File: src/logic/mam_pkg.sv
// Package: memory map, byte lane and configuration loader constants
package mam_pkg;
  // ---------------------------------------------------------------
  // Program space
  // ---------------------------------------------------------------
  localparam int          PROG_AW        = 24;
  localparam logic [23:0] PROG_RESET_ADR = 24'h000000;
  localparam logic [23:0] PROG_JUMP_TGT  = 24'h000002;
  localparam logic [23:0] IVT_PRI_LO     = 24'h000004;
  localparam logic [23:0] IVT_PRI_HI     = 24'h0000ff;
  localparam logic [23:0] IVT_ALT_LO     = 24'h000100;
  localparam logic [23:0] IVT_ALT_HI     = 24'h0001ff;
  localparam logic [23:0] VECTOR_END     = 24'h000200;
  localparam logic [23:0] PC_STEP        = 24'h000002;
  localparam int          CFG_WORDS      = 3;
  localparam int          CFG_BITS       = 48;
  // ---------------------------------------------------------------
  // Data space
  // ---------------------------------------------------------------
  localparam int          DATA_AW        = 16;
  localparam int          EA_PSV_BIT     = 15;
  localparam int          DATA_BYTES     = 16384;
  localparam logic [15:0] SFR_LAST       = 16'h07ff;
  localparam logic [15:0] STEP_BYTE      = 16'h0001;
  localparam logic [15:0] STEP_WORD      = 16'h0002;
  typedef enum logic [2:0] {
    CFG_IDLE = 3'b001,
    CFG_READ = 3'b010,
    CFG_DONE = 3'b100
  } mam_cfg_e;
endpackage : mam_pkg

File: src/logic/mam_cfg_scatter.sv
// Scatter of packed configuration words into configuration registers
`timescale 1ns/1ps
module mam_cfg_scatter (
  // Packed words
  input  wire logic [47:0] packedCfg,
  // Configuration registers
  output logic [15:0]      cfgRegA,
  output logic [15:0]      cfgRegB,
  output logic [15:0]      cfgRegC
);
  // Stored order deliberately differs from register order
  always_comb begin
    for (int i = 0; i < 16; i++) begin
      cfgRegA[i] = packedCfg[3*i];
      cfgRegB[i] = packedCfg[3*i+1];
      cfgRegC[i] = packedCfg[3*i+2];
    end
  end
endmodule : mam_cfg_scatter

File: src/logic/mam_mem_map.sv
// Memory map, data byte lanes, program word view and configuration loader
// Notes on behaviour
// - Program location: lower word even address, upper word odd, top byte absent.
// - Program counter stays on lower word, steps by two up or down.
// - Program addresses below 000200h are reserved for vectors.
// - Primary vector table 000004h-0000FFh, alternate 000100h-0001FFh.
// - Every reset copies top three program words into configuration registers.
// - Packed configuration bits are scattered in a different order.
// - Data addresses are 16-bit byte addresses, 64 Kbytes.
// - Address bit 15 selects data memory or program visibility window.
// - 16 Kbytes implemented; reads elsewhere return zero.
// - Separate read and write address generators.
// - Low byte at even address, high byte at odd address.
// - Post-increment adds one for bytes, two for words.
// - Byte read fetches word, selects by bit zero, delivers low.
// - Shared word decode, separate byte write strobes.
// - Misaligned word access raises an address error trap.
// - Misaligned read completes; misaligned write suppressed; trap follows.
// - Byte load changes only the working register low byte.
// - Sign extend and zero extend operations on working data.
// - Unused special function register addresses read zero.
`timescale 1ns/1ps
module mam_mem_map
  import mam_pkg::*;
#(
  parameter int DATA_BYTES_P = mam_pkg::DATA_BYTES,
  parameter int SFR_MAP_P    = 64
) (
  // Clock and reset
  input  wire logic        ref_clk,
  input  wire logic        rst_b,
  // Program counter control
  input  wire logic        pcStep,
  input  wire logic        pcDown,
  input  wire logic        pcLoad,
  input  wire logic [23:0] pcLoadValue,
  // Program memory word view
  input  wire logic [23:0] progAddr,
  input  wire logic [23:0] progWord,
  // Configuration load from flash
  input  wire logic [47:0] cfgFlash,
  // Read address generator
  input  wire logic        rdReq,
  input  wire logic        rdByte,
  input  wire logic        rdPostInc,
  input  wire logic [15:0] rdAddr,
  input  wire logic [15:0] rdWord,
  input  wire logic        sfrHit,
  // Write address generator
  input  wire logic        wrReq,
  input  wire logic        wrByte,
  input  wire logic        wrPostInc,
  input  wire logic [15:0] wrAddr,
  input  wire logic [15:0] wrData,
  // Working register update
  input  wire logic        wregLoad,
  input  wire logic [1:0]  wregOp,
  input  wire logic [15:0] wregOld,
  // Program outputs
  output logic [23:0]      pcOut_q,
  output logic [15:0]      progHalf_q,
  output logic             progVector_q,
  output logic             progIvtAlt_q,
  // Configuration outputs
  output logic [15:0]      cfgRegA_q,
  output logic [15:0]      cfgRegB_q,
  output logic [15:0]      cfgRegC_q,
  output logic             cfgValid_q,
  // Data read outputs
  output logic [15:0]      rdData_q,
  output logic             rdValid_q,
  output logic             rdPsv_q,
  output logic [15:0]      rdAddrNext_q,
  // Data write outputs
  output logic [14:0]      wrWordAddr_q,
  output logic [15:0]      wrDataOut_q,
  output logic             wrStrobeLo_q,
  output logic             wrStrobeHi_q,
  output logic [15:0]      wrAddrNext_q,
  // Working register result and trap
  output logic [15:0]      wregNew_q,
  output logic             addrErrTrap_q
);
  // ---------------------------------------------------------------
  // Elaboration checks
  // ---------------------------------------------------------------
  if (DATA_BYTES_P < 2 || DATA_BYTES_P > 32768 || (DATA_BYTES_P % 2) != 0) begin : g_chk
    $error("DATA_BYTES_P out of range");
  end
  if (SFR_MAP_P < 1 || SFR_MAP_P > 2048) begin : g_chk2
    $error("SFR_MAP_P out of range");
  end

  localparam logic [1:0]  WOP_BYTE = 2'b00;
  localparam logic [1:0]  WOP_SE   = 2'b01;
  localparam logic [1:0]  WOP_ZE   = 2'b10;
  localparam logic [15:0] IMPL_TOP = 16'(DATA_BYTES_P);

  // ---------------------------------------------------------------
  // Program counter
  // ---------------------------------------------------------------
  always_ff @(posedge ref_clk) begin
    if (!rst_b) begin
      pcOut_q <= PROG_RESET_ADR;
    end else if (pcLoad) begin
      pcOut_q <= {pcLoadValue[23:1], 1'b0};
    end else if (pcStep) begin
      pcOut_q <= pcDown ? pcOut_q - PC_STEP : pcOut_q + PC_STEP;
    end
  end

  // ---------------------------------------------------------------
  // Program word view and vector decode
  // ---------------------------------------------------------------
  always_ff @(posedge ref_clk) begin
    if (!rst_b) begin
      progHalf_q   <= 16'h0000;
      progVector_q <= 1'b0;
      progIvtAlt_q <= 1'b0;
    end else begin
      // Odd address is the upper word; its top byte reads zero
      progHalf_q   <= progAddr[0] ? {8'h00, progWord[23:16]} : progWord[15:0];
      progVector_q <= progAddr < VECTOR_END;
      progIvtAlt_q <= progAddr >= IVT_ALT_LO && progAddr <= IVT_ALT_HI;
    end
  end

  // ---------------------------------------------------------------
  // Configuration loader
  // ---------------------------------------------------------------
  mam_cfg_e    cfgState_q;
  logic [15:0] scatA;
  logic [15:0] scatB;
  logic [15:0] scatC;

  mam_cfg_scatter u_scatter (
    .packedCfg (cfgFlash),
    .cfgRegA   (scatA),
    .cfgRegB   (scatB),
    .cfgRegC   (scatC)
  );

  always_ff @(posedge ref_clk) begin
    if (!rst_b) begin
      cfgState_q <= CFG_IDLE;
    end else begin
      case (cfgState_q)
        CFG_IDLE: cfgState_q <= CFG_READ;
        CFG_READ: cfgState_q <= CFG_DONE;
        CFG_DONE: cfgState_q <= CFG_DONE;
        default:  cfgState_q <= CFG_IDLE;
      endcase
    end
  end

  // Flash is sampled after release so a reset always reloads it
  always_ff @(posedge ref_clk) begin
    if (!rst_b) begin
      cfgRegA_q  <= 16'h0000;
      cfgRegB_q  <= 16'h0000;
      cfgRegC_q  <= 16'h0000;
      cfgValid_q <= 1'b0;
    end else if (cfgState_q == CFG_READ) begin
      cfgRegA_q  <= scatA;
      cfgRegB_q  <= scatB;
      cfgRegC_q  <= scatC;
      cfgValid_q <= 1'b1;
    end
  end

  // ---------------------------------------------------------------
  // Read address generator
  // ---------------------------------------------------------------
  logic        rdImpl;
  logic        rdSfrHole;
  logic        rdMis;
  logic [15:0] rdSel;
  assign rdImpl    = !rdAddr[EA_PSV_BIT] && rdAddr < IMPL_TOP;
  assign rdSfrHole = rdAddr <= SFR_LAST && !sfrHit;
  assign rdMis     = !rdByte && rdAddr[0];
  // Byte reads take the addressed lane down to the low byte
  assign rdSel     = rdByte ? {8'h00, (rdAddr[0] ? rdWord[15:8] : rdWord[7:0])}
                            : rdWord;

  always_ff @(posedge ref_clk) begin
    if (!rst_b) begin
      rdData_q     <= 16'h0000;
      rdValid_q    <= 1'b0;
      rdPsv_q      <= 1'b0;
      rdAddrNext_q <= 16'h0000;
    end else begin
      rdValid_q <= rdReq;
      rdPsv_q   <= rdReq && rdAddr[EA_PSV_BIT];
      if (rdReq) begin
        // Misaligned reads still complete; trap raised separately
        rdData_q     <= (rdImpl && !rdSfrHole) ? rdSel : 16'h0000;
        rdAddrNext_q <= rdPostInc ? rdAddr + (rdByte ? STEP_BYTE : STEP_WORD)
                                  : rdAddr;
      end
    end
  end

  // ---------------------------------------------------------------
  // Write address generator
  // ---------------------------------------------------------------
  logic wrMis;
  logic wrOk;
  assign wrMis = !wrByte && wrAddr[0];
  assign wrOk  = wrReq && !wrMis && !wrAddr[EA_PSV_BIT] && wrAddr < IMPL_TOP;

  always_ff @(posedge ref_clk) begin
    if (!rst_b) begin
      wrWordAddr_q <= 15'h0000;
      wrDataOut_q  <= 16'h0000;
      wrStrobeLo_q <= 1'b0;
      wrStrobeHi_q <= 1'b0;
      wrAddrNext_q <= 16'h0000;
    end else begin
      wrStrobeLo_q <= wrOk && (!wrByte || !wrAddr[0]);
      wrStrobeHi_q <= wrOk && (!wrByte || wrAddr[0]);
      if (wrReq) begin
        wrWordAddr_q <= wrAddr[15:1];
        wrDataOut_q  <= wrByte ? {wrData[7:0], wrData[7:0]} : wrData;
        wrAddrNext_q <= wrPostInc ? wrAddr + (wrByte ? STEP_BYTE : STEP_WORD)
                                  : wrAddr;
      end
    end
  end

  // ---------------------------------------------------------------
  // Address error trap, one pulse after the faulting access
  // ---------------------------------------------------------------
  always_ff @(posedge ref_clk) begin
    if (!rst_b) begin
      addrErrTrap_q <= 1'b0;
    end else begin
      addrErrTrap_q <= (rdReq && rdMis) || (wrReq && wrMis);
    end
  end

  // ---------------------------------------------------------------
  // Working register byte load and extend
  // ---------------------------------------------------------------
  always_ff @(posedge ref_clk) begin
    if (!rst_b) begin
      wregNew_q <= 16'h0000;
    end else if (wregLoad) begin
      case (wregOp)
        WOP_BYTE: wregNew_q <= {wregOld[15:8], rdSel[7:0]};
        WOP_SE:   wregNew_q <= {{8{wregOld[7]}}, wregOld[7:0]};
        WOP_ZE:   wregNew_q <= {8'h00, wregOld[7:0]};
        default:  wregNew_q <= rdSel;
      endcase
    end
  end

  // ---------------------------------------------------------------
  // Checks
  // ---------------------------------------------------------------
  a_pc_step: assert property (@(posedge ref_clk) disable iff (!rst_b)
    pcStep && !pcLoad && !pcDown |=> pcOut_q == $past(pcOut_q) + PC_STEP)
    else $error("pc step wrong");
  a_rd_zero: assert property (@(posedge ref_clk) disable iff (!rst_b)
    rdReq && rdAddr[EA_PSV_BIT] |=> rdData_q == 16'h0000 && rdPsv_q)
    else $error("outside read not zero");
  a_mis_trap: assert property (@(posedge ref_clk) disable iff (!rst_b)
    wrReq && !wrByte && wrAddr[0] |=> addrErrTrap_q && !wrStrobeLo_q && !wrStrobeHi_q)
    else $error("misaligned write not suppressed");
  a_rd_trap: assert property (@(posedge ref_clk) disable iff (!rst_b)
    rdReq && !rdByte && rdAddr[0] |=> addrErrTrap_q && rdValid_q)
    else $error("misaligned read trap missing");
  a_byte_lane: assert property (@(posedge ref_clk) disable iff (!rst_b)
    wrStrobeLo_q && wrStrobeHi_q |-> !$past(wrByte))
    else $error("byte write hit both lanes");
  a_post_inc: assert property (@(posedge ref_clk) disable iff (!rst_b)
    rdReq && rdPostInc && rdByte |=> rdAddrNext_q == $past(rdAddr) + STEP_BYTE)
    else $error("byte post increment wrong");
  a_cfg_load: assert property (@(posedge ref_clk)
    !rst_b ##1 rst_b [*2] |=> cfgValid_q)
    else $error("configuration not loaded");
  a_byte_load: assert property (@(posedge ref_clk) disable iff (!rst_b)
    wregLoad && wregOp == WOP_BYTE |=> wregNew_q[15:8] == $past(wregOld[15:8]))
    else $error("byte load changed high byte");
  a_upper_zero: assert property (@(posedge ref_clk) disable iff (!rst_b)
    progAddr[0] |=> progHalf_q == {8'h00, $past(progWord[23:16])})
    else $error("upper byte not zero");
endmodule : mam_mem_map

File: config.mk
export PLATFORM = sky130hd
export DESIGN_NAME = mam_mem_map
export DESIGN_NICKNAME = d
export VERILOG_FILES = /design/src/logic/mam_pkg.sv /design/src/logic/mam_cfg_scatter.sv /design/src/logic/mam_mem_map.sv
export SDC_FILE = /design/constraint.sdc
export NUM_CORES = 1
export LEC_CHECK = 0
export BUFFER_PORTS_ARGS = -buffer_cell sky130_fd_sc_hd__buf_2
export CORE_AREA = 2 2 156 158
export CTS_CLUSTER_SIZE = 20
export DETAILED_ROUTE_END_ITERATION = 12
export DIE_AREA = 0 0 158 160
export PLACE_DENSITY_LB_ADDON = 0.3
export RECOVER_POWER = 50
export SYNTH_ARGS = -nofsm -noshare
export SYNTH_HDL_FRONTEND = slang
export SYNTH_HIERARCHICAL = 1
export SYNTH_SLANG_ARGS = --single-unit
File: constraint.sdc
create_clock -name ref_clk -period 2.6 [get_ports ref_clk]
set_clock_uncertainty 0.1 [all_clocks]
set_input_delay 0.13 -clock ref_clk [delete_from_list [all_inputs] [get_ports ref_clk]]
set_output_delay 0.13 -clock ref_clk [all_outputs]
set_load 0.02 [all_outputs]
# [After elaboration in Yosys (flattened, before gate mapping)]
# Cells that the tools add are included.
[word_totals] elab_cells=82 regBits=194
[op_classes] n_reduce_logical=30 n_mux=14 n_lt_le_gt_ge=6 n_addsub=4 n_eq_ne=5 bitwise=1
[ops] op="$mux 16" n=5
[ops] op="$mux 24" n=3
[ops] op="$pmux 16 s3" n=1
[ops] op="$add 16x2->16" n=2
[ops] op="$lt 16x15->1 const B" n=2
[ops] op="$add 24x2->24 const B" n=1
[ops] op="$ge 24x9->1 const B" n=1
[ops] op="$le 24x9->1 const B" n=1
[ops] op="$lt 24x10->1 const B" n=1
[ops] op="$sub 24x2->24 const B" n=1
[ops] op="$le 16x11->1 const B" n=1
[ops] op="$mux 8" n=2
[ops] op="$logic_and 1x1->1" n=14
[ops] op="$logic_not 1->1" n=8
[ops] op="$pmux 3 s2" n=1
[ops] op="$reduce_or 2->1" n=3
[ops] op="$mux 2" n=2
[ops] op="$eq 3x1->1 const B" n=1
[ops] op="$eq 3x2->1 const B" n=1
[ops] op="$eq 3x3->1 const B" n=1
[ops] op="$logic_or 1x1->1" n=3
[ops] op="$eq 2x1->1 const B" n=1
[ops] op="$eq 2x2->1 const B" n=1
[ops] op="$logic_not 2->1" n=1
[ops] op="2 further kinds" n=2

# [Logic depth before layout (Yosys ltp)]
[logic_depth] word_depth=7 depth_mapped=8

# [Hierarchy]
# The synthesis kept the hierarchy.
[modules_own_cells] mod="mam_mem_map" area_per_inst_um2=8972.4 seq_area_each_um2=3863.7 instances=1 cells_per_inst=1068
[modules_own_cells] mod="mam_cfg_scatter" area_per_inst_um2=360.3 seq_area_each_um2=0.0 instances=1 cells_per_inst=48

# [Worst setup path after synthesis]
# OpenSTA, ideal clock, no wires.
[synth_timing] path_type="register to register" from="reg pcOut_q[11]" to="reg pcOut_q[19]" arrival_ns=2.108 stages_incl_launch_ff=9 setup_ns=0.062 synth_period_minus_slack_ns=2.270 setup_slack_ns=0.330 cell_sequence="dfxtp_1 -> ha_1 -> buf_6 -> and3_1 -> a221o_1 -> nor3_2 -> a211oi_2 -> a2111o_1 -> nand3_1"
[synth_via] elab_chain_cells=4 elab_cells_between_ends=5 cone_classes="add/sub (2); mux (3)"
[synth_rtl] element="start: declaration" line="mam_mem_map.sv:60" rtl="output logic [23:0] pcOut_q,"
[synth_rtl] element="start signal: assignment" line="mam_mem_map.sv:106" rtl="pcOut_q <= {pcLoadValue[23:1], 1'b0};"
[synth_rtl] element="start signal: assignment" line="mam_mem_map.sv:108" rtl="pcOut_q <= pcDown ? pcOut_q - PC_STEP : pcOut_q + PC_STEP;"
[synth_rtl] element="$add 24x2->24 or $sub 24x2->24 (tied branches)" line="mam_mem_map.sv:108"
[synth_rtl] element="$mux 24 (*)" line="mam_mem_map.sv:108"
[synth_rtl] element="$mux 24 (*)" line="mam_mem_map.sv:107" rtl="end else if (pcStep) begin"
[synth_rtl] element="$mux 24 (*)" line="mam_mem_map.sv:105" rtl="end else if (pcLoad) begin"
# Mark *: on every way between the ends. The rest lies on a longest branch, timed or not. The select of a mux whose other input is x is not followed.
# A chain may end at the register's enable or synchronous reset.

# [Worst setup path after layout]
[layout_timing] from="reg pcOut_q[1]" to="reg pcOut_q[19]"
# Same word-level chain as after synthesis.

==> reports/metrics.json <==
{
  "floorplan": {
    "die_x_um": 158,
    "design.die.area_sq_um": 25300,
    "num_rows": 57,
    "initial_core_util": 0.392,
    "placeableCoreArea_sq_um": 23800,
    "fp.dieH_um": 160,
    "pin_count": 406
  },
  "power_and_ir_drop": {
    "leakage_nw": 5.89,
    "power.density_nw_per_um2": 592,
    "total_power_mw": 7.97,
    "seq_power_share": 0.412,
    "swShare": 0.326,
    "max-vdd-ir-drop_v": 0.000375,
    "power_frac_comb": 0.237,
    "power.clock.fraction": 0.351,
    "p_int_mw": 5.38,
    "power_switching_mw": 2.60
  },
  "yosys": {
    "synth_sequential_area_ratio": 0.414,
    "synth.net_count": 1362,
    "async_flop_share": 0,
    "synth.largest_area_cell": "sky130_fd_sc_hd__dfxtp_1",
    "ys.warnings.count": 6,
    "synth.ff_latch_count": 193,
    "synth_area_leaders": "sky130_fd_sc_hd__dfxtp_1 41%, sky130_fd_sc_hd__mux2i_1 7.1%, sky130_fd_sc_hd__a21oi_1 6.8%",
    "number_of_flops_mapped_to_enable_cells_by_yosys": 0,
    "post_synth_num_cell_types": 64,
    "postSynthCellCount": 1116,
    "synthFlopType": "sky130_fd_sc_hd__dfxtp_1",
    "netlist_area_sq_um": 9330,
    "synth_top_cell_area_share": 0.414,
    "avg_cell_area_syn_sq_um": 8.36
  },
  "grt": {
    "grtUsageTotal": 0.252,
    "antenna_found_initial": 8,
    "vias_in_the_first_global_route": 9775,
    "residual_overflow_from_global_routing": 0,
    "first_pass_grt_wire_length_um": 50400,
    "grt_start_max_net_pins": 103
  },
  "worst_setup_path": {
    "critical_path.cell_chain": "fa_1 -> a211oi_2 -> nor3_2 -> nor2_1 -> a211oi_2 -> a2111o_1 -> nand3_1",
    "timing.critical_path.mode_cell": "sky130_fd_sc_hd__a211oi_2",
    "cp-start-kind": "flip-flop",
    "timing_worst_setup_path_type": "reg -> reg",
    "cp-end-kind": "flip-flop",
    "worst-endpoint-required_ps": 2870,
    "cpPeakStageDelay_ps": 480,
    "cp_top_family": "compound AO/OA/AOI/OAI gates",
    "worst_path_max_delay_cell": "sky130_fd_sc_hd__fa_1",
    "critPathBufInv": 0,
    "critical_path_arrival_ps": 2660,
    "critical_path_peak_fanout": 5
  },
  "place": {
    "placedInstanceArea_sq_um": 11300,
    "preCtsSetupSlack_ps": 164,
    "place_congestion": 0.874,
    "placed_cells": 1750,
    "hpwlAfterDp_um": 22800,
    "numPortBuffers": 396
  },
  "timing": {
    "finalCritPeriodShare": 0.918,
    "timing.setup.tns_ps": 0,
    "worst_slack_ps": 212,
    "min_period_ps": 2390,
    "timing.max_slew.rel_slack": -0.320,
    "setup_viol": 0,
    "max_freq_ghz": 0.419,
    "grt_setup_unrepaired": "no",
    "timing.final.hold_violations": 0,
    "tightestPinTransition_ps": 1980,
    "maxSlewViolCount": 103
  },
  "clocking": {
    "tritoncts_clock_tree": "built",
    "cts_inserted_buffers": 17,
    "clock_tree.htree_level_count": 4,
    "insertion_delay_ps": 430,
    "ctsRootBufferMaster": "sky130_fd_sc_hd__clkbuf_16",
    "cts_buffer_depth": 2,
    "clk_transition_reported_paths_ps": 80,
    "sinks_on_the_clock_net": 193
  },
  "run_status": {
    "status": "finished with violations",
    "violated_checks": "capacitance limit, slew limit"
  },
  "routing": {
    "via_per_inst": 5.02,
    "drtIter0Drc": 516,
    "route.vias.total": 9809,
    "firstDrtPassIters": 5,
    "antenna_left": 0,
    "average_wire_per_cell_in_the_routed_design_um": 16.7,
    "detail_route.wirelength_um": 32700,
    "detail_route.drc_violations": 0
  },
  "run": {
    "max_cap_violations": 1
  },
  "finish": {
    "post_layout_nets": 1858,
    "fill_cells": 2269,
    "layout.cell_area.non_filler_sq_um": 13500,
    "post_layout_nonfiller_instances": 1955,
    "area.growth.synth_to_final_pct": 44.3,
    "proportion_of_layout_cells_with_a_drive_suffix_above_1": 0.205
  },
  "hold_path": {
    "class_of_the_tightest_hold_or_removal_check": "in -> reg"
  }
}
==> power groups by stage <==
stage | clock network [mW] | registers, mW | logic [mW]
floorplan | 0 | 3.58 | 0.867
global placement | 0 | 3.34 | 1.68
detailed placement | 0 | 3.35 | 1.70
CTS | 2.86 | 3.28 | 1.91
global route | 2.99 | 3.31 | 2.06
finish | 2.80 | 3.29 | 1.89
==> kinds of logic after synthesis <==
group / Yosys count / synth area share
and+or+nand+nor: 387 / 0.185
AOI/OAI and AO/OA: 269 / 0.175
DFF: 193 / 0.414
buffers and inverters: 130 / 0.0732
muxes: 67 / 0.0720
xor gates and xnor gates: 38 / 0.0357
adders and majority gates: 31 / 0.0440
other: 1 / 0.000402
==> cell usage after synthesis, types with 4 or more instances <==
| cell | instances |
|---|---|
| sky130_fd_sc_hd__buf_1 | 8 |
| sky130_fd_sc_hd__buf_4 | 49 |
| sky130_fd_sc_hd__nand3_1 | 17 |
| sky130_fd_sc_hd__xor2_1 | 21 |
| sky130_fd_sc_hd__o21ai_0 | 42 |
| sky130_fd_sc_hd__o211ai_1 | 4 |
| sky130_fd_sc_hd__o21a_1 | 4 |
| sky130_fd_sc_hd__a21oi_1 | 126 |
| sky130_fd_sc_hd__nand4_1 | 9 |
| sky130_fd_sc_hd__ha_1 | 28 |
| sky130_fd_sc_hd__dfxtp_1 | 193 |
| sky130_fd_sc_hd__nor2b_1 | 4 |
| sky130_fd_sc_hd__nand2_1 | 142 |
| sky130_fd_sc_hd__and2_1 | 10 |
| sky130_fd_sc_hd__and3_1 | 17 |
| sky130_fd_sc_hd__nor4_1 | 9 |
| sky130_fd_sc_hd__a21o_1 | 11 |
| sky130_fd_sc_hd__inv_1 | 18 |
| sky130_fd_sc_hd__nor3_1 | 15 |
| sky130_fd_sc_hd__a211oi_1 | 32 |
| sky130_fd_sc_hd__a22oi_1 | 16 |
| sky130_fd_sc_hd__mux2i_1 | 66 |
| sky130_fd_sc_hd__nor2_1 | 144 |
| sky130_fd_sc_hd__xnor2_1 | 17 |
| sky130_fd_sc_hd__clkbuf_1 | 51 |
==> layer usage <==
metal / global-route usage / vias up / share of wire
met5: 0 / - / 0.00043
met2: 0.441 / 360 / 0.49
met1: 0.284 / 4538 / 0.40
met3: 0.0757 / 69 / 0.078
met4: 0.0987 / 4 / 0.029
li1: - / 4838 / -
==> sequential cells by signal, indices dropped and copies added, names as in the netlist, 15 cells and up <==
signal	cells
pcOut_q	23
cfgRegA_q	16
cfgRegB_q	16
cfgRegC_q	16
progHalf_q	16
rdAddrNext_q	16
rdData_q	16
wrAddrNext_q	16
wrDataOut_q	16
wregNew_q	16
wrWordAddr_q	15
==> final timing paths <==
path | endpoint | slack (ps) | cells past startpoint | from
max | pcOut_q[19] | 210 | 7 | pcOut_q[1]
min | wregNew_q[5] | 20 | 5 | wregOld[5]
max reg2reg | pcOut_q[19] | 210 | 7 | pcOut_q[1]
min reg2reg | cfgRegC_q[6] | 360 | 2 | cfgRegC_q[6]
==> stage by stage <==
step                utilization  hold WS, ps
floorplan                     -          152
global placement          0.476          231
detailed placement        0.476          235
CTS                       0.573        0.329
global route              0.565         30.4
finish                    0.565         15.7
==> layout make-up <==
| class | count | area, sq um | area share |
|---|---|---|---|
| Clock inverter | 14 | 186 | 0.0138 |
| Inverter | 18 | 70.1 | 0.00520 |
| Timing Repair Buffer | 589 | 3690 | 0.274 |
| Antenna cell | 6 | 15.0 | 0.00112 |
| Clock buffer | 18 | 439 | 0.0326 |
| Multi-Input combinational cell | 793 | 4790 | 0.356 |
| Sequential cell | 193 | 3860 | 0.287 |
| Tap cell | 324 | 405 | 0.0301 |
==> cells in the final DEF (no fill, tap or decap), types with 3 or more instances in the layout <==
cell type                       Yosys  layout
sky130_fd_sc_hd__a211oi_1          32      32
sky130_fd_sc_hd__a21o_1            11      11
sky130_fd_sc_hd__a21oi_1          126     126
sky130_fd_sc_hd__a22oi_1           16      16
sky130_fd_sc_hd__a311oi_1           3       3
sky130_fd_sc_hd__a31oi_1            3       3
sky130_fd_sc_hd__and2_0             0       4
sky130_fd_sc_hd__and2_1            10       6
sky130_fd_sc_hd__and3_1            17      17
sky130_fd_sc_hd__buf_2              3     261
sky130_fd_sc_hd__buf_4             49      21
sky130_fd_sc_hd__clkbuf_1          51     137
sky130_fd_sc_hd__clkbuf_16          0      17
sky130_fd_sc_hd__clkinv_8           0       4
sky130_fd_sc_hd__dfxtp_1          193     193
sky130_fd_sc_hd__diode_2            0       6
sky130_fd_sc_hd__dlygate4sd3_1      0     167
sky130_fd_sc_hd__fa_1               3       3
sky130_fd_sc_hd__ha_1              28      28
sky130_fd_sc_hd__inv_1             18      17
sky130_fd_sc_hd__inv_6              0       5
sky130_fd_sc_hd__mux2i_1           66      66
sky130_fd_sc_hd__nand2_1          142     142
sky130_fd_sc_hd__nand3_1           17      17
sky130_fd_sc_hd__nand4_1            9       9
sky130_fd_sc_hd__nor2_1           144     144
sky130_fd_sc_hd__nor2b_1            4       4
sky130_fd_sc_hd__nor3_1            15      15
sky130_fd_sc_hd__nor4_1             9       9
sky130_fd_sc_hd__o211ai_1           4       4
sky130_fd_sc_hd__o21a_1             4       4
sky130_fd_sc_hd__o21ai_0           42      42
sky130_fd_sc_hd__o21bai_1           3       3
sky130_fd_sc_hd__or3_1              3       3
sky130_fd_sc_hd__or4_1              3       3
sky130_fd_sc_hd__xnor2_1           17      17
sky130_fd_sc_hd__xor2_1            21      21
==> what timing repair did <==
action | CTS | global route
setup buffers | 0 | 0
hold buffers | 167 | 0
hold endpoints to repair | 168 | 0
gates resized for setup | 0 | 0
==> worst min-delay path: stages <==
cell and delay [ps]:
sky130_fd_sc_hd__buf_2 80, sky130_fd_sc_hd__nor2_1 40, sky130_fd_sc_hd__a21oi_1 100, sky130_fd_sc_hd__mux2i_1 70, sky130_fd_sc_hd__nor2_1 90
Power figures use the tool's default switching activity.
